<file path="config.mk">
export PLATFORM = sky130hd
export DESIGN_NAME = i2c_slave_rx
export DESIGN_NICKNAME = d
export VERILOG_FILES = /design/src/core/i2c_slave_pkg.sv /design/src/core/i2c_slave_rx.sv /design/src/core/line_sync.sv
export VERILOG_INCLUDE_DIRS = /design/src /design/src/core
export SDC_FILE = /design/constraint.sdc
export NUM_CORES = 1
export LEC_CHECK = 0
export BUFFER_PORTS_ARGS = -buffer_cell sky130_fd_sc_hd__buf_2
export CORE_MARGIN = 1.5
export CORE_UTILIZATION = 40
export CTS_BUF_LIST = sky130_fd_sc_hd__clkbuf_8 sky130_fd_sc_hd__clkbuf_16
export CTS_CLUSTER_SIZE = 28
export DETAILED_ROUTE_END_ITERATION = 10
export GPL_TIMING_DRIVEN = 0
export PLACE_DENSITY = 0.66
export SLEW_MARGIN = 10
export SYNTH_ARGS = -nofsm -noshare
export SYNTH_HDL_FRONTEND = slang
export SYNTH_SLANG_ARGS = --single-unit
</file>
<file path="constraint.sdc">
create_clock -name CLK -period 1.65 [get_ports CLK]
set_input_delay 0.0825 -clock CLK [delete_from_list [all_inputs] [get_ports CLK]]
set_output_delay 0.0825 -clock CLK [all_outputs]
set_load 0.02 [all_outputs]
</file>
<file path="src/core/i2c_slave_defs.svh">
`ifndef I2C_SLAVE_DEFS_SVH
`define I2C_SLAVE_DEFS_SVH

// Register byte offsets on the AXI4-Lite port.
`define REG_CTRL 8'h00
`define REG_STATUS 8'h04
`define REG_DATA 8'h08
`define REG_OWN_ADDR 8'h0c
`define REG_INT_STAT 8'h10
`define REG_INT_MASK 8'h14

// Control register bit positions.
`define CTRL_OP_DONE_BIT 0
`define CTRL_ACK_EN_BIT 1
`define CTRL_START_BIT 2
`define CTRL_STOP_BIT 3

// Interrupt status and mask bit positions.
`define INT_OP_DONE_BIT 0
`define INT_BUS_ERR_BIT 1

// Reset values.
`define OWN_ADDR_RST 8'hfe
`define CTRL_RST 3'h0
`define INT_RST 2'h0

// Status codes.
`define ST_START_DONE 8'h08
`define ST_OWN_ACK 8'h60
`define ST_GC_ACK 8'h70
`define ST_OWN_DATA_ACK 8'h80
`define ST_OWN_DATA_NACK 8'h88
`define ST_GC_DATA_ACK 8'h90
`define ST_GC_DATA_NACK 8'h98
`define ST_STOP_RESTART 8'ha0
`define ST_NO_INFO 8'hf8
`define ST_BUS_ERROR 8'h00

// Frame and bus constants.
`define BYTE_BITS 4'h8
`define GC_ADDRESS 8'h00
`define RESP_OKAY 2'h0
`define RESP_SLVERR 2'h2

// Timing: hold time of a generated START, rounded up to whole cycles.
`define CLK_PERIOD_NS 8
`define T_START_HOLD_NS 4000
`define START_HOLD_CYC ((`T_START_HOLD_NS + `CLK_PERIOD_NS - 1) / `CLK_PERIOD_NS)

`endif

</file>
<file path="src/core/i2c_slave_pkg.sv">
package i2c_slave_pkg;

  typedef enum logic [3:0] {
    ST_IDLE = 4'b0000,
    ST_ADDR = 4'b0001,
    ST_ADDR_ACK = 4'b0010,
    ST_DATA = 4'b0011,
    ST_DATA_ACK = 4'b0100,
    ST_HOLD = 4'b0101,
    ST_SKIP = 4'b0110,
    ST_ERR = 4'b0111,
    ST_START_GEN = 4'b1000
  } state_t;

  typedef struct packed {
    logic stop_request;
    logic start_request;
    logic ack_enable;
  } ctrl_t;

  typedef struct packed {
    logic [6:0] own;
    logic general_call_enable;
  } own_addr_t;

  typedef struct packed {
    logic level;
    logic rise;
    logic fall;
  } line_t;

endpackage : i2c_slave_pkg

</file>
<file path="src/core/i2c_slave_rx.sv">
`timescale 1ns/100ps
`include "i2c_slave_defs.svh"

module i2c_slave_rx import i2c_slave_pkg::*; (
  input wire logic CLK,
  input wire logic RESET,
  input wire logic S_AXI_AWVALID,
  output logic S_AXI_AWREADY,
  input wire logic [7:0] S_AXI_AWADDR,
  input wire logic S_AXI_WVALID,
  output logic S_AXI_WREADY,
  input wire logic [31:0] S_AXI_WDATA,
  input wire logic [3:0] S_AXI_WSTRB,
  output logic S_AXI_BVALID,
  input wire logic S_AXI_BREADY,
  output logic [1:0] S_AXI_BRESP,
  input wire logic S_AXI_ARVALID,
  output logic S_AXI_ARREADY,
  input wire logic [7:0] S_AXI_ARADDR,
  output logic S_AXI_RVALID,
  input wire logic S_AXI_RREADY,
  output logic [31:0] S_AXI_RDATA,
  output logic [1:0] S_AXI_RRESP,
  input wire logic SCL_I,
  output logic SCL_O,
  output logic SCL_OE,
  input wire logic SDA_I,
  output logic SDA_O,
  output logic SDA_OE,
  output logic IRQ
);

  line_t scl;
  line_t sda;
  state_t state_q;
  ctrl_t ctrl_q;
  own_addr_t own_q;
  logic [3:0] bit_q;
  logic [7:0] shift_q;
  logic [7:0] data_q;
  logic [7:0] stat_q;
  logic [9:0] hold_q;
  logic sda_oe_q, scl_oe_q, pin_lo_q;
  logic gc_q, nack_q, gen_q, busy_q, start_pend_q, op_done_q;
  logic op_set_q, berr_set_q, rec_q, gen_rel_q;
  logic [1:0] int_stat_q, int_mask_q;
  logic irq_q;
  logic aw_got_q, w_got_q, awready_q, wready_q, bvalid_q, arready_q, rvalid_q;
  logic [7:0] aw_addr_q;
  logic [7:0] w_data_q;
  logic w_lane_q;
  logic [1:0] bresp_q, rresp_q;
  logic [7:0] rdata_q;
  logic start_ev, stop_ev, in_frame, own_match, gc_match;
  logic wr_fire, clr_ev;
  logic rd_ok;
  logic [7:0] rd_byte;

  line_sync u_scl_sync (
    .clk(CLK),
    .reset(RESET),
    .pin(SCL_I),
    .line(scl)
  );

  line_sync u_sda_sync (
    .clk(CLK),
    .reset(RESET),
    .pin(SDA_I),
    .line(sda)
  );

  assign start_ev = sda.fall & scl.level;
  assign stop_ev = sda.rise & scl.level;
  // A STOP or repeated START lands in the first bit slot of a byte, so only later slots are inside the frame.
  assign in_frame = ((state_q == ST_ADDR || state_q == ST_DATA) && bit_q > 4'h1) ||
                    state_q == ST_ADDR_ACK || state_q == ST_DATA_ACK;
  // An address is only recognised while ack_enable is set.
  assign own_match = ctrl_q.ack_enable && shift_q == {own_q.own, 1'b0};
  assign gc_match = ctrl_q.ack_enable && own_q.general_call_enable && shift_q == `GC_ADDRESS;

  // Frame tracking, acknowledge, clock stretching and START generation.
  always_ff @(posedge CLK) begin
    if (RESET) begin
      state_q <= ST_IDLE;
      bit_q <= 4'h0;
      shift_q <= 8'h00;
      stat_q <= `ST_NO_INFO;
      hold_q <= 10'h000;
      sda_oe_q <= 1'b0;
      scl_oe_q <= 1'b0;
      gc_q <= 1'b0;
      nack_q <= 1'b0;
      gen_q <= 1'b0;
      op_set_q <= 1'b0;
      berr_set_q <= 1'b0;
      rec_q <= 1'b0;
      gen_rel_q <= 1'b0;
    end else begin
      op_set_q <= 1'b0;
      berr_set_q <= 1'b0;
      rec_q <= 1'b0;
      gen_rel_q <= 1'b0;
      if ((start_ev || stop_ev) && state_q != ST_ERR && state_q != ST_START_GEN && !gen_q) begin
        bit_q <= 4'h0;
        sda_oe_q <= 1'b0;
        scl_oe_q <= 1'b0;
        if (in_frame) begin
          state_q <= ST_ERR;
          berr_set_q <= 1'b1;
          if (!op_done_q) begin
            stat_q <= `ST_BUS_ERROR;
            op_set_q <= 1'b1;
          end
        end else begin
          if (state_q == ST_DATA && !op_done_q) begin
            stat_q <= `ST_STOP_RESTART;
            op_set_q <= 1'b1;
          end
          state_q <= start_ev ? ST_ADDR : ST_IDLE;
        end
      end else begin
        case (state_q)
          ST_IDLE: begin
            if (start_pend_q && !busy_q && !op_done_q) begin
              state_q <= ST_START_GEN;
              sda_oe_q <= 1'b1;
              hold_q <= 10'h000;
              gen_q <= 1'b1;
            end
          end
          ST_ADDR, ST_DATA: begin
            if (scl.rise) begin
              shift_q <= {shift_q[6:0], sda.level};
              bit_q <= bit_q + 4'h1;
            end else if (scl.fall && bit_q == `BYTE_BITS) begin
              bit_q <= 4'h0;
              if (state_q == ST_DATA) begin
                sda_oe_q <= ctrl_q.ack_enable;
                nack_q <= ~ctrl_q.ack_enable;
                state_q <= ST_DATA_ACK;
              end else if ((own_match || gc_match) && !op_done_q) begin
                sda_oe_q <= 1'b1;
                gc_q <= gc_match;
                nack_q <= 1'b0;
                state_q <= ST_ADDR_ACK;
              end else begin
                state_q <= ST_SKIP;
              end
            end
          end
          ST_ADDR_ACK, ST_DATA_ACK: begin
            if (scl.fall) begin
              sda_oe_q <= 1'b0;
              scl_oe_q <= 1'b1;
              state_q <= ST_HOLD;
              if (!op_done_q) begin
                op_set_q <= 1'b1;
                if (state_q == ST_ADDR_ACK) begin
                  stat_q <= gc_q ? `ST_GC_ACK : `ST_OWN_ACK;
                end else if (gc_q) begin
                  stat_q <= nack_q ? `ST_GC_DATA_NACK : `ST_GC_DATA_ACK;
                end else begin
                  stat_q <= nack_q ? `ST_OWN_DATA_NACK : `ST_OWN_DATA_ACK;
                end
              end
            end
          end
          ST_HOLD: begin
            // SCL stays low until software clears the flag, so the master simply waits.
            if (!op_done_q && !op_set_q) begin
              scl_oe_q <= 1'b0;
              sda_oe_q <= 1'b0;
              if (gen_q) begin
                state_q <= ST_IDLE;
                gen_q <= 1'b0;
                gen_rel_q <= 1'b1;
              end else begin
                state_q <= nack_q ? ST_SKIP : ST_DATA;
              end
            end
          end
          ST_ERR: begin
            // Lines are already released; only internal state returns to idle.
            if (!op_done_q && !op_set_q && ctrl_q.stop_request) begin
              state_q <= ST_IDLE;
              rec_q <= 1'b1;
            end
          end
          ST_START_GEN: begin
            hold_q <= hold_q + 10'h001;
            if (hold_q == 10'(`START_HOLD_CYC - 1)) begin
              scl_oe_q <= 1'b1;
              state_q <= ST_HOLD;
              if (!op_done_q) begin
                stat_q <= `ST_START_DONE;
                op_set_q <= 1'b1;
              end
            end
          end
          ST_SKIP: begin
            state_q <= ST_SKIP;
          end
          default: begin
            state_q <= ST_IDLE;
          end
        endcase
      end
    end
  end

  // Received byte is latched when its acknowledge bit ends.
  always_ff @(posedge CLK) begin
    if (RESET) begin
      data_q <= 8'h00;
    end else if (state_q == ST_DATA_ACK && scl.fall && !op_done_q) begin
      data_q <= shift_q;
    end
  end

  // Bus busy tracking for the pending START.
  always_ff @(posedge CLK) begin
    if (RESET) begin
      busy_q <= 1'b0;
    end else if (start_ev) begin
      busy_q <= 1'b1;
    end else if (stop_ev || gen_rel_q || rec_q) begin
      busy_q <= 1'b0;
    end
  end

  assign wr_fire = aw_got_q && w_got_q && !bvalid_q;
  assign clr_ev = wr_fire && w_lane_q && aw_addr_q == `REG_CTRL && w_data_q[`CTRL_OP_DONE_BIT] && op_done_q;

  // Hardware set wins over a software clear in the same cycle.
  always_ff @(posedge CLK) begin
    if (RESET) begin
      op_done_q <= 1'b0;
    end else if (op_set_q) begin
      op_done_q <= 1'b1;
    end else if (clr_ev) begin
      op_done_q <= 1'b0;
    end
  end

  // A START is only queued when it is asked for as the end-of-slave status is cleared.
  always_ff @(posedge CLK) begin
    if (RESET) begin
      start_pend_q <= 1'b0;
    end else if (gen_q) begin
      start_pend_q <= 1'b0;
    end else if (clr_ev && w_data_q[`CTRL_START_BIT] &&
                 (stat_q == `ST_GC_DATA_NACK || stat_q == `ST_STOP_RESTART || stat_q == `ST_OWN_DATA_NACK)) begin
      start_pend_q <= 1'b1;
    end
  end

  // Software-written configuration.
  always_ff @(posedge CLK) begin
    if (RESET) begin
      ctrl_q <= `CTRL_RST;
      own_q <= `OWN_ADDR_RST;
      int_mask_q <= `INT_RST;
    end else begin
      if (wr_fire && w_lane_q) begin
        case (aw_addr_q)
          `REG_CTRL: begin
            ctrl_q.ack_enable <= w_data_q[`CTRL_ACK_EN_BIT];
            ctrl_q.start_request <= w_data_q[`CTRL_START_BIT];
            ctrl_q.stop_request <= w_data_q[`CTRL_STOP_BIT];
          end
          `REG_OWN_ADDR: own_q <= w_data_q;
          `REG_INT_MASK: int_mask_q <= w_data_q[1:0];
          default: own_q <= own_q;
        endcase
      end
      if (rec_q) begin
        ctrl_q.stop_request <= 1'b0;
      end
      if (gen_rel_q) begin
        ctrl_q.start_request <= 1'b0;
      end
    end
  end

  // Sticky interrupt sources; a new event beats a write-one clear.
  always_ff @(posedge CLK) begin
    if (RESET) begin
      int_stat_q <= `INT_RST;
      irq_q <= 1'b0;
    end else begin
      int_stat_q[`INT_OP_DONE_BIT] <= op_set_q | (int_stat_q[`INT_OP_DONE_BIT] &
        ~(wr_fire && w_lane_q && aw_addr_q == `REG_INT_STAT && w_data_q[`INT_OP_DONE_BIT]));
      int_stat_q[`INT_BUS_ERR_BIT] <= berr_set_q | (int_stat_q[`INT_BUS_ERR_BIT] &
        ~(wr_fire && w_lane_q && aw_addr_q == `REG_INT_STAT && w_data_q[`INT_BUS_ERR_BIT]));
      irq_q <= |(int_stat_q & int_mask_q);
    end
  end

  // AXI4-Lite write channel; only byte lane 0 carries register bits.
  always_ff @(posedge CLK) begin
    if (RESET) begin
      aw_got_q <= 1'b0;
      w_got_q <= 1'b0;
      awready_q <= 1'b1;
      wready_q <= 1'b1;
      bvalid_q <= 1'b0;
      bresp_q <= `RESP_OKAY;
      aw_addr_q <= 8'h00;
      w_data_q <= 8'h00;
      w_lane_q <= 1'b0;
    end else begin
      if (S_AXI_AWVALID && awready_q) begin
        aw_got_q <= 1'b1;
        aw_addr_q <= S_AXI_AWADDR;
        awready_q <= 1'b0;
      end
      if (S_AXI_WVALID && wready_q) begin
        w_got_q <= 1'b1;
        w_data_q <= S_AXI_WDATA[7:0];
        w_lane_q <= S_AXI_WSTRB[0];
        wready_q <= 1'b0;
      end
      if (wr_fire) begin
        aw_got_q <= 1'b0;
        w_got_q <= 1'b0;
        bvalid_q <= 1'b1;
        bresp_q <= (aw_addr_q == `REG_CTRL || aw_addr_q == `REG_STATUS || aw_addr_q == `REG_DATA ||
                    aw_addr_q == `REG_OWN_ADDR || aw_addr_q == `REG_INT_STAT ||
                    aw_addr_q == `REG_INT_MASK) ? `RESP_OKAY : `RESP_SLVERR;
      end
      if (bvalid_q && S_AXI_BREADY) begin
        bvalid_q <= 1'b0;
        awready_q <= 1'b1;
        wready_q <= 1'b1;
      end
    end
  end

  always_comb begin
    rd_ok = 1'b1;
    rd_byte = 8'h00;
    case (S_AXI_ARADDR)
      `REG_CTRL: begin
        rd_byte[`CTRL_OP_DONE_BIT] = op_done_q;
        rd_byte[`CTRL_ACK_EN_BIT] = ctrl_q.ack_enable;
        rd_byte[`CTRL_START_BIT] = ctrl_q.start_request;
        rd_byte[`CTRL_STOP_BIT] = ctrl_q.stop_request;
      end
      `REG_STATUS: rd_byte = op_done_q ? stat_q : `ST_NO_INFO;
      `REG_DATA: rd_byte = data_q;
      `REG_OWN_ADDR: rd_byte = own_q;
      `REG_INT_STAT: rd_byte[1:0] = int_stat_q;
      `REG_INT_MASK: rd_byte[1:0] = int_mask_q;
      default: rd_ok = 1'b0;
    endcase
  end

  // AXI4-Lite read channel; data is captured when the address is taken.
  always_ff @(posedge CLK) begin
    if (RESET) begin
      arready_q <= 1'b1;
      rvalid_q <= 1'b0;
      rdata_q <= 8'h00;
      rresp_q <= `RESP_OKAY;
    end else if (S_AXI_ARVALID && arready_q) begin
      arready_q <= 1'b0;
      rvalid_q <= 1'b1;
      rdata_q <= rd_byte;
      rresp_q <= rd_ok ? `RESP_OKAY : `RESP_SLVERR;
    end else if (rvalid_q && S_AXI_RREADY) begin
      rvalid_q <= 1'b0;
      arready_q <= 1'b1;
    end
  end

  // Open-drain pins only ever pull low.
  always_ff @(posedge CLK) begin
    pin_lo_q <= 1'b0;
  end

  assign S_AXI_AWREADY = awready_q;
  assign S_AXI_WREADY = wready_q;
  assign S_AXI_BVALID = bvalid_q;
  assign S_AXI_BRESP = bresp_q;
  assign S_AXI_ARREADY = arready_q;
  assign S_AXI_RVALID = rvalid_q;
  assign S_AXI_RDATA = {24'h000000, rdata_q};
  assign S_AXI_RRESP = rresp_q;
  assign SCL_O = pin_lo_q;
  assign SDA_O = pin_lo_q;
  assign SCL_OE = scl_oe_q;
  assign SDA_OE = sda_oe_q;
  assign IRQ = irq_q;
endmodule : i2c_slave_rx

</file>
<file path="src/core/line_sync.sv">
`timescale 1ns/100ps

module line_sync import i2c_slave_pkg::*; (
  input wire logic clk,
  input wire logic reset,
  input wire logic pin,
  output line_t line
);

  logic meta_q;
  logic sync_q;
  logic last_q;

  // The idle bus level is high, so reset to high to avoid a false edge.
  always_ff @(posedge clk) begin
    if (reset) begin
      meta_q <= 1'b1;
      sync_q <= 1'b1;
      last_q <= 1'b1;
    end else begin
      meta_q <= pin;
      sync_q <= meta_q;
      last_q <= sync_q;
    end
  end

  assign line.level = sync_q;
  assign line.rise = sync_q & ~last_q;
  assign line.fall = ~sync_q & last_q;

endmodule : line_sync
</file>
==> results of run 1 <==
[Yosys cell counts (8+ instances only)]
| cell | n | share of area, % |
|---|---|---|
| sky130_fd_sc_hd__a21oi_1 | 54 | 5.2 |
| sky130_fd_sc_hd__clkbuf_1 | 30 | 2.2 |
| sky130_fd_sc_hd__nand2b_1 | 12 | 1.4 |
| sky130_fd_sc_hd__nor2b_1 | 15 | 1.8 |
| sky130_fd_sc_hd__mux2i_1 | 17 | 3.3 |
| sky130_fd_sc_hd__o21ai_0 | 19 | 1.8 |
| sky130_fd_sc_hd__nor3_1 | 25 | 2.4 |
| sky130_fd_sc_hd__inv_1 | 9 | 0.65 |
| sky130_fd_sc_hd__nor2_1 | 59 | 4.3 |
| sky130_fd_sc_hd__nand3_1 | 39 | 3.8 |
| sky130_fd_sc_hd__a31oi_1 | 12 | 1.4 |
| sky130_fd_sc_hd__nand2_1 | 78 | 5.7 |
| sky130_fd_sc_hd__xnor2_1 | 14 | 2.4 |
| sky130_fd_sc_hd__dfxtp_1 | 107 | 41 |
| sky130_fd_sc_hd__buf_4 | 28 | 4.1 |
| sky130_fd_sc_hd__a211o_1 | 8 | 1.4 |
[layer usage]
| metal | track usage, % | vias to the layer above |
|---|---|---|
| met2 | 33.6 | 201 |
| met1 | 28.1 | 2390 |
| li1 | - | 2435 |
| met4 | 8.43 | 0 |
| met5 | 0 | - |
| met3 | 3.55 | 34 |
[kinds of logic (layout without fill, tap and decap cells)]
logic type	Yosys count	after routing	share of synthesized area, %
AO/OA/AOI/OAI	122	122	14.3
XOR/XNOR	20	20	3.38
other	1	28	0.0724
buffers and inverters	73	189	7.44
AND/OR/NAND/NOR	279	281	27.0
flip-flops	107	107	41.4
multiplexers	25	25	5.24
adder cells (fa/ha/maj)	5	5	1.21
[layout make-up]
cell class | count | area (sq um)
inverter | 9 | 36.3
timing repair buffer | 104 | 732
multi-input combinational | 481 | 3260
clock buffer | 9 | 225
buffer | 60 | 415
tap | 172 | 215
clock inverter | 7 | 70.1
sequential | 107 | 2190
fill | 1138 | 5480
[layout by cell type, fill, tap and decap left out, types with 8 or more instances in the layout]
| master | instances |
|---|---|
| sky130_fd_sc_hd__dfxtp_1 | 87 |
| sky130_fd_sc_hd__nand2_1 | 73 |
| sky130_fd_sc_hd__buf_4 | 61 |
| sky130_fd_sc_hd__a21oi_1 | 53 |
| sky130_fd_sc_hd__nor2_1 | 53 |
| sky130_fd_sc_hd__buf_2 | 49 |
| sky130_fd_sc_hd__nand3_1 | 37 |
| sky130_fd_sc_hd__conb_1 | 28 |
| sky130_fd_sc_hd__dlygate4sd3_1 | 21 |
| sky130_fd_sc_hd__clkbuf_1 | 17 |
| sky130_fd_sc_hd__mux2i_1 | 17 |
| sky130_fd_sc_hd__nor3_1 | 15 |
| sky130_fd_sc_hd__o21ai_0 | 15 |
| sky130_fd_sc_hd__nor2b_1 | 13 |
| sky130_fd_sc_hd__xnor2_1 | 13 |
| sky130_fd_sc_hd__a31oi_1 | 11 |
| sky130_fd_sc_hd__dfxtp_4 | 11 |
| sky130_fd_sc_hd__clkbuf_16 | 10 |
| sky130_fd_sc_hd__dfxtp_2 | 9 |
| sky130_fd_sc_hd__inv_1 | 8 |
| sky130_fd_sc_hd__a211o_1 | 8 |
[power groups by stage]
stage               registers, W  clock network [W]  logic [W]
global placement         0.00292                  0    0.00182
finish                   0.00292            0.00217    0.00243
CTS                      0.00289            0.00219    0.00216
global route             0.00294            0.00229    0.00260
detailed placement       0.00293                  0    0.00183
floorplan                0.00293                  0    0.00138
[flip-flops by register name, indices dropped and copies added (netlist names), 2 cells and up]
register	count
data_q	8
ctrl_q	3
int_stat_q	2
shift_q	8
stat_q	5
own_q	8
aw_addr_q	8
rdata_q	8
hold_q	10
w_data_q	8
state_q	4
bit_q	4
int_mask_q	2
[how the worst max path moves through the flow]
stage | startpoint | end | slack [ns] | cells past startpoint
final | op_done_q$_SDFFE_PP0P_ | SDA_OE$_SDFFE_PP0P_ | -0.23 | 6
after global routing | shift_q[6]$_SDFFE_PP0P_ | SDA_OE$_SDFFE_PP0P_ | -0.32 | 7
after CTS | shift_q[5]$_SDFFE_PP0P_ | SDA_OE$_SDFFE_PP0P_ | -0.21 | 6
after detailed placement | state_q[0]$_SDFFE_PP0P_ | shift_q[4]$_SDFFE_PP0P_ | -0.52 | 7
after global placement | state_q[2]$_SDFFE_PP0P_ | state_q[2]$_SDFFE_PP0P_ | -0.53 | 6
after floorplan | op_done_q$_SDFFE_PP0P_ | SDA_OE$_SDFFE_PP0P_ | -0.03 | 6
[critical path: stages (launching register included)]
cell	delay (ns)
sky130_fd_sc_hd__dfxtp_4	0.37
sky130_fd_sc_hd__or3b_4	0.41
sky130_fd_sc_hd__nor2b_4	0.16
sky130_fd_sc_hd__nor3_2	0.10
sky130_fd_sc_hd__nand2_1	0.12
sky130_fd_sc_hd__or4b_1	0.52
sky130_fd_sc_hd__a21oi_1	0.14
[timing repair]
item,in CTS,in global routing
setup buffers,21,13
endpoints found under the setup margin,50,60
hold buffers,21,0
gates resized for setup,65,78
endpoints found under the hold margin,20,0
gates cloned,1,2
pin swaps,22,19
[through the flow]
stage	cells	setup TNS (ns)	utilization, %
3_5_place_dp	880	-14.81	46.2
4_1_cts	936	-2.43	53.4
2_1_floorplan	659	-0.0656	-
6_report	949	-1.71	56.6
3_3_place_gp	880	-14.33	46.2
5_1_grt	949	-3.59	56.6
==> flow_summary.json, run 1 <==
{
  "cell_rows": 41,
  "rsz0062_at_grt": "yes",
  "async_reset_ff_share_pct": 0,
  "clock_tree.htree_level_count": 3,
  "place.port_buffers": 49,
  "postSynthCellCount": 632,
  "grt_pass1_wl_mm": 22.2,
  "clkTransAtPathRegs_ns": 0.07,
  "numClockSinks": 107,
  "cellPowerDensity_nw_per_um2": 1050,
  "synth_enable_flop_cells": 0,
  "placed_area_sq_um": 5830,
  "fin_total_pwr_w": 0.00752,
  "synth_flop_cell": "sky130_fd_sc_hd__dfxtp_1",
  "overflow": 0,
  "route.met3.wl_um": 853,
  "cts_buffer_depth": 2,
  "clk-insertion-delay-late_ns": 0.35,
  "grt_pass1_vias": 4449,
  "end_kind": "flip-flop",
  "design.final.nets": 838,
  "dieArea_sq_um": 13600,
  "post-route-period-util_pct": 114,
  "dr.max_layer_used": "met4",
  "globalplace.congestion": 0.924,
  "reg2reg_slack_ns": -0.23,
  "maxCapViolCount": 0,
  "post_synth.cell_area_avg_sq_um": 8.19,
  "number_of_antenna_violations_at_the_first_check_in_global_routing": 0,
  "route.final.wire_length_mm": 15.2,
  "netlist_area_pre_place_sq_um": 5180,
  "comb_power_share_pct": 32.4,
  "dr.pass1.iters": 5,
  "finalWorstSetupSlack_ns": -0.233,
  "placeableCoreArea_sq_um": 12600,
  "actual_transition_at_the_worst_max_transition_pin_ns": 0.738,
  "timing.rr.start": "op_done_q$_SDFFE_PP0P_",
  "maxSlewViolCount": 0,
  "power.ir.vdd_worst_mv": 0.537,
  "die_w_um": 117,
  "placement.setup.worst_slack_ns": -0.524,
  "p_sw_share_pct": 34.0,
  "routed_via_density": 5.33,
  "hold_start": "S_AXI_RREADY",
  "power.internal_w": 0.00497,
  "cts-buffers-inserted": 9,
  "clk_root_buffer_cell": "sky130_fd_sc_hd__clkbuf_16",
  "timing.final.crit_period_ns": 1.88,
  "drive_gt1_share_pct": 31.9,
  "ys_seq_elements": 107,
  "worst-endpoint-arrival_ns": 2.16,
  "yosysSeqAreaShare_pct": 41.4,
  "slew_headroom_pct": 50.8,
  "maximum_number_of_pins_on_one_net_before_global_route_repair": 18,
  "finalClockSkew_ns": 0.0103,
  "cellLeakagePower_nw": 2.83,
  "dr_total_vias": 5060,
  "start_kind": "flip-flop",
  "start_util_pct": 41.0,
  "dpl.hpwl_mm": 10.0,
  "routedLengthMet1_mm": 6.83,
  "setup_violations": 21,
  "cp_max_fo": 5,
  "timing.setup.critical_path_class": "flip-flop to flip-flop",
  "clkPwrFrac_pct": 28.8,
  "hold_end": "S_AXI_RVALID$_SDFFE_PP0P_",
  "tritoncts": "done",
  "worst-r2r-cell-count": 6,
  "synthesis.yosys.warnings": 0,
  "routedWlPerCell_um": 16.1,
  "hold_viol": 0,
  "hold_class": "primary input to flip-flop",
  "die_h_um": 117,
  "critical_path_data_required_time_ns": 1.93,
  "wl_met2_mm": 7.19,
  "postRouteAntennaNets": 0,
  "status": "complete, but fails checks",
  "violations_in_the_final_reports": "setup timing",
  "drtIter0Drc": 369,
  "r2r-end": "SDA_OE$_SDFFE_PP0P_",
  "area_delta_synth_final_pct": 38.0,
  "synthDistinctLibCells": 60,
  "antenna-diode-count": 0,
  "p_seq_share_pct": 38.8,
  "timing.hold.ws_ns": 0.0136,
  "boundaryPins": 107,
  "max_clock_freq_ghz": 0.531,
  "groute.usage.overall_pct": 20.9,
  "min_delay_path_depth": 3,
  "drt_drc_violations_left": 0,
  "stdcell_area_sq_um": 7140,
  "p_switching_w": 0.00256
}
Note: power is estimated with default switching activity, not from simulation.
==> run 2: changes to the inputs <==
--- a/config.mk
+++ b/config.mk
@@ -18,3 +18,4 @@
 export SYNTH_ARGS = -nofsm -noshare
 export SYNTH_HDL_FRONTEND = slang
 export SYNTH_SLANG_ARGS = --single-unit
+export TNS_END_PERCENT = 20
==> flow_summary.json, run 2 (synthesis results as in run 1) <==
{
  "routedWlPerCell_um": 15.3,
  "most_common_cell_after_layout_fill_and_taps_aside": "sky130_fd_sc_hd__dfxtp_1",
  "drtIter0Drc": 340,
  "cellLeakagePower_nw": 2.71,
  "worst-endpoint-arrival_ns": 2.19,
  "max_clock_freq_ghz": 0.524,
  "critPathSlowestCell": "sky130_fd_sc_hd__or4b_1",
  "setup_violations": 22,
  "area_delta_synth_final_pct": 32.6,
  "status": "complete, but fails checks",
  "max_ffs_per_register": 10,
  "numClockSinks": 107,
  "setup.worst_path.start": "op_done_q$_SDFFE_PP0P_",
  "worst-path-buf-inv": 0,
  "max_stage_delay_ns": 0.52,
  "antenna-diode-count": 0,
  "path_delay_family": "simple AND/OR/NAND/NOR gates",
  "timing.setup.critical_path_class": "flip-flop to flip-flop",
  "largest_register": "hold_q",
  "dr_total_vias": 4910,
  "design.final.nets": 826,
  "finalClockSkew_ns": 0.0106,
  "grt_pass1_wl_mm": 22.2,
  "timing.rr.start": "op_done_q$_SDFFE_PP0P_",
  "fin_cells": 937,
  "cellPowerDensity_nw_per_um2": 1070,
  "worst-r2r-cell-count": 6,
  "maximum_number_of_pins_on_one_net_before_global_route_repair": 18,
  "route.final.wire_length_mm": 14.3,
  "tritoncts": "done",
  "clock_tree.htree_level_count": 3,
  "clk-insertion-delay-late_ns": 0.35,
  "critical_path_data_required_time_ns": 1.93,
  "cp_max_fo": 5,
  "overflow": 0,
  "timing.final.crit_period_ns": 1.91,
  "dr.pass1.iters": 5,
  "timing.hold.ws_ns": 0.00834,
  "worst_setup_path_endpoint": "SDA_OE$_SDFFE_PP0P_",
  "routed_via_density": 5.24,
  "boundaryPins": 107,
  "placeableCoreArea_sq_um": 12600,
  "maxSlewViolCount": 0,
  "hold_class": "primary input to flip-flop",
  "dpl.hpwl_mm": 10.0,
  "hold_viol": 0,
  "clkTransAtPathRegs_ns": 0.07,
  "groute.usage.overall_pct": 20.7,
  "globalplace.congestion": 0.924,
  "rsz0062_at_grt": "yes",
  "actual_transition_at_the_worst_max_transition_pin_ns": 0.759,
  "clk_root_buffer_cell": "sky130_fd_sc_hd__clkbuf_16",
  "power.ir.vdd_worst_mv": 0.499,
  "drt_drc_violations_left": 0,
  "end_kind": "flip-flop",
  "place.port_buffers": 49,
  "drive_gt1_share_pct": 28.9,
  "cts_buffer_depth": 2,
  "post-route-period-util_pct": 116,
  "placement.setup.worst_slack_ns": -0.524,
  "cell_rows": 41,
  "number_of_antenna_violations_at_the_first_check_in_global_routing": 0,
  "fin_util_pct": 54.4,
  "slew_headroom_pct": 49.4,
  "die_w_um": 117,
  "reg2reg_slack_ns": -0.26,
  "start_kind": "flip-flop",
  "critical_path.cell_chain": "or3b_4 > nor2b_4 > nor3_2 > nand2_1 > or4b_1 > a21oi_1",
  "crit_cells": 6,
  "timing.setup.tns_ns": -2.21,
  "maxCapViolCount": 0,
  "die_h_um": 117,
  "dieArea_sq_um": 13600,
  "hold_start": "S_AXI_RREADY",
  "dpl.cell_count": 880,
  "layout_common_cells": "sky130_fd_sc_hd__dfxtp_1, sky130_fd_sc_hd__nand2_1, sky130_fd_sc_hd__a21oi_1, sky130_fd_sc_hd__nor2_1, sky130_fd_sc_hd__buf_4",
  "violations_in_the_final_reports": "setup timing",
  "final.fill_count": 1162,
  "start_util_pct": 41.0,
  "finalWorstSetupSlack_ns": -0.259,
  "grt_pass1_vias": 4425,
  "postRouteAntennaNets": 0,
  "r2r-end": "SDA_OE$_SDFFE_PP0P_",
  "cts-buffers-inserted": 9
}
## run 2: changes by cell type in the layout (fill, tap and decap cells not counted), sizes merged
| cell | change |
|---|---|
| and3 | -1 |
| nand2b | -1 |
| clkbuf | -3 |
| buf | -7 |
## run 2: worst min-delay path by stage
| stage | to | slack (ns) | cells past startpoint |
|---|---|---|---|
| after floorplan | S_AXI_WREADY$_SDFFE_PP1P_ | 0.18 | 1 |
| after global placement | u_sda_sync.meta_q$_SDFF_PP1_ | 0.27 | 2 |
| after detailed placement | u_sda_sync.meta_q$_SDFF_PP1_ | 0.27 | 2 |
| after CTS | S_AXI_AWREADY$_SDFFE_PP1P_ | 0.003 | 3 |
| after global routing | S_AXI_AWREADY$_SDFFE_PP1P_ | 0.02 | 3 |
| final | S_AXI_RVALID$_SDFFE_PP0P_ | 0.008 | 3 |
## run 2: where the power goes
part | total, W | switching, W | internal [W]
Combinational | 0.00227 | 0.00132 | 0.000953
Sequential | 0.00290 | 0.000160 | 0.00274
Clock | 0.00216 | 0.000983 | 0.00118
## run 2: worst min-delay path: stages
cell	delay (ns)
sky130_fd_sc_hd__buf_2	0.08
sky130_fd_sc_hd__nand2b_1	0.09
sky130_fd_sc_hd__a21oi_1	0.06
## run 2: through the flow
| stage | total power, W | cell area, sq um |
|---|---|---|
| 3_5_place_dp | 0.00476 | 5830 |
| 3_3_place_gp | 0.00475 | 5830 |
| 2_1_floorplan | 0.00431 | 5370 |
| 4_1_cts | 0.00720 | 6680 |
| 5_1_grt | 0.00766 | 6870 |
| 6_report | 0.00733 | 6870 |
## run 2: cell type report
cell class	instances	area [sq um]	share of cell area, %
Timing Repair Buffer	91	611	8.89
Multi-Input combinational cell	479	3100	45.2
Inverter	9	33.8	0.492
Tap cell	172	215	3.13
Sequential cell	107	2180	31.7
Clock inverter	7	70.1	1.02
Clock buffer	9	225	3.28
Buffer	63	429	6.25
## run 2: timing repair
item                                    4_1_cts  5_1_grt
endpoints found under the setup margin       50       61
gates cloned                                  0        1
hold buffers                                 21        0
gates resized for setup                      67       39
endpoints found under the hold margin        20        0
buffers inserted                             14        6
pin swaps                                    22       14
## run 2: per-layer routing
metal | global-route usage, % | vias to the layer above | share of wire [%] | wire [um]
li1 | - | 2413 | - | -
met1 | 28.2 | 2317 | 46 | 6620
met2 | 33.6 | 151 | 47 | 6680
met3 | 3.09 | 29 | 4.8 | 694
met4 | 7.55 | 0 | 2.3 | 323
met5 | 0 | - | 0 | 0
==> run 3: changes to the inputs <==
--- a/config.mk
+++ b/config.mk
@@ -13,7 +13,7 @@
 export CTS_CLUSTER_SIZE = 28
 export DETAILED_ROUTE_END_ITERATION = 10
 export GPL_TIMING_DRIVEN = 0
-export PLACE_DENSITY = 0.66
+export PLACE_DENSITY = 0.63
 export SLEW_MARGIN = 10
 export SYNTH_ARGS = -nofsm -noshare
 export SYNTH_HDL_FRONTEND = slang
==> constraint.sdc (replaced) <==
create_clock -name CLK -period 2.3 [get_ports CLK]
set_input_delay 0.115 -clock CLK [delete_from_list [all_inputs] [get_ports CLK]]
set_output_delay 0.115 -clock CLK [all_outputs]
set_load 0.02 [all_outputs]
==> flow_summary.json, run 3 (synthesis results as in run 1) <==
{
  "actual_transition_at_the_worst_max_transition_pin_ns": 0.717,
  "cell_rows": 41,
  "route.final.wire_length_mm": 13.4,
  "clock_tree.htree_level_count": 3,
  "regArea_sq_um": 2140,
  "fin_total_pwr_w": 0.00490,
  "boundaryPins": 107,
  "groute.usage.overall_pct": 20.1,
  "dr.pass1.iters": 5,
  "power.ir.vdd_worst_mv": 0.464,
  "most_common_cell_after_layout_fill_and_taps_aside": "sky130_fd_sc_hd__dfxtp_1",
  "cellLeakagePower_nw": 2.43,
  "timing.setup.tns_ns": 0,
  "hold_class": "primary input to flip-flop",
  "comb_power_share_pct": 27.5,
  "p_seq_share_pct": 42.0,
  "start_util_pct": 41.0,
  "place.port_buffers": 49,
  "final.fill_count": 1273,
  "max_ffs_per_register": 10,
  "cellPowerDensity_nw_per_um2": 799,
  "maxCapViolCount": 0,
  "numClockSinks": 107,
  "maxSlewViolCount": 0,
  "grt_pass1_vias": 4188,
  "rsz0062_at_grt": "yes",
  "timing.final.crit_period_ns": 2.22,
  "placeableCoreArea_sq_um": 12600,
  "clkPwrFrac_pct": 30.5,
  "drt_drc_violations_left": 0,
  "hold_viol": 0,
  "design.final.nets": 788,
  "die_h_um": 117,
  "postRouteAntennaNets": 0,
  "number_of_antenna_violations_at_the_first_check_in_global_routing": 0,
  "routedWlPerCell_um": 14.9,
  "drtIter0Drc": 426,
  "tritoncts": "done",
  "die_w_um": 117,
  "start_kind": "flip-flop",
  "critical_path_data_required_time_ns": 2.57,
  "layout_common_cells": "sky130_fd_sc_hd__dfxtp_1, sky130_fd_sc_hd__nand2_1, sky130_fd_sc_hd__nor2_1, sky130_fd_sc_hd__a21oi_1, sky130_fd_sc_hd__buf_2",
  "end_kind": "flip-flop",
  "power.internal_w": 0.00324,
  "cts_buffer_depth": 2,
  "finalClockSkew_ns": 0.00605,
  "drive_gt1_share_pct": 17.6,
  "grt_pass1_wl_mm": 21.4,
  "multi_input_comb_area_sq_um": 2820,
  "worst-endpoint-arrival_ns": 2.49,
  "p_switching_w": 0.00165,
  "maximum_number_of_pins_on_one_net_before_global_route_repair": 19,
  "max_clock_freq_ghz": 0.451,
  "post-route-period-util_pct": 96.4,
  "cp_max_fo": 8,
  "dieArea_sq_um": 13600,
  "clk-insertion-delay-late_ns": 0.34,
  "routed_via_density": 5.22,
  "p_sw_share_pct": 33.8,
  "dr_total_vias": 4695,
  "status": "complete, no violations",
  "antenna-diode-count": 0,
  "slew_headroom_pct": 52.2,
  "dpl.hpwl_mm": 9.87,
  "clkTransAtPathRegs_ns": 0.07,
  "setup_violations": 0,
  "cts-buffers-inserted": 9,
  "overflow": 0,
  "area_delta_synth_final_pct": 18.4,
  "post_cts_repair_setup_buffers": 0,
  "globalplace.congestion": 0.902,
  "timing.setup.critical_path_class": "flip-flop to flip-flop",
  "largest_register": "hold_q",
  "clk_root_buffer_cell": "sky130_fd_sc_hd__clkbuf_16"
}
-- run 3: final cells by class --
cell class | count | area share [%]
clock buffer | 10 | 3.90
multi-input combinational | 479 | 45.9
tap | 172 | 3.51
inverter | 9 | 0.551
timing repair buffer | 54 | 4.82
buffer | 62 | 5.63
sequential | 107 | 34.9
clock inverter | 6 | 0.735
-- run 3: worst max-delay path: stages, from the launching register on --
cell	delay, ns
sky130_fd_sc_hd__dfxtp_1	0.38
sky130_fd_sc_hd__nand2b_1	0.12
sky130_fd_sc_hd__clkbuf_1	0.39
sky130_fd_sc_hd__nor3_1	0.20
sky130_fd_sc_hd__nor3_1	0.27
sky130_fd_sc_hd__nand2_1	0.13
sky130_fd_sc_hd__or4b_1	0.51
sky130_fd_sc_hd__a21oi_1	0.13
-- run 3: routing by layer --
layer	part of all wire [%]	vias to the layer above	wire (um)	global-route usage (%)
li1	-	2329	-	-
met1	49	2204	6520	28.9
met2	45	143	6010	31.8
met3	5.0	19	669	3.14
met4	1.5	0	206	5.06
met5	0	-	0	0
-- run 3: power by group through the flow --
stage	Combinational (W)	Clock (W)	Sequential, W
after floorplan	0.000939	0	0.00209
after global placement	0.00125	0	0.00209
after detailed placement	0.00126	0	0.00209
after CTS	0.00128	0.00152	0.00205
after global routing	0.00148	0.00160	0.00207
final	0.00135	0.00150	0.00205
-- run 3: worst paths after layout --
kind,start,to,slack (ns),cells after the start
setup / recovery,state_q[3]$_SDFFE_PP0P_,SDA_OE$_SDFFE_PP0P_,0.08,7
hold reg to reg,u_sda_sync.meta_q$_SDFF_PP1_,u_sda_sync.sync_q$_SDFF_PP1_,0.41,1
hold / removal,S_AXI_WSTRB[0],w_lane_q$_SDFFE_PP0P_,0.007,3
setup reg to reg,state_q[3]$_SDFFE_PP0P_,SDA_OE$_SDFFE_PP0P_,0.08,7
-- run 3: timing repair --
item,in CTS,in global routing
pin swaps,0,0
hold endpoints to repair,5,0
resized for setup,4,9
hold buffers,5,0
endpoints found under the setup margin,6,28
-- run 3: through the flow --
step / cell area [sq um] / worst slack, ns / cells / hold slack [ns] / utilization, %
after global routing: 6130 / -0.0843 / 899 / 0.00184 / 48.6
after detailed placement: 5740 / -0.352 / 880 / 0.301 / 45.5
after CTS: 6090 / 0.0199 / 901 / 0.000624 / 48.2
after floorplan: 5280 / 0.500 / 659 / 0.215 / -
after global placement: 5740 / -0.367 / 880 / 0.302 / 45.5
final: 6130 / 0.0837 / 899 / 0.00737 / 48.6
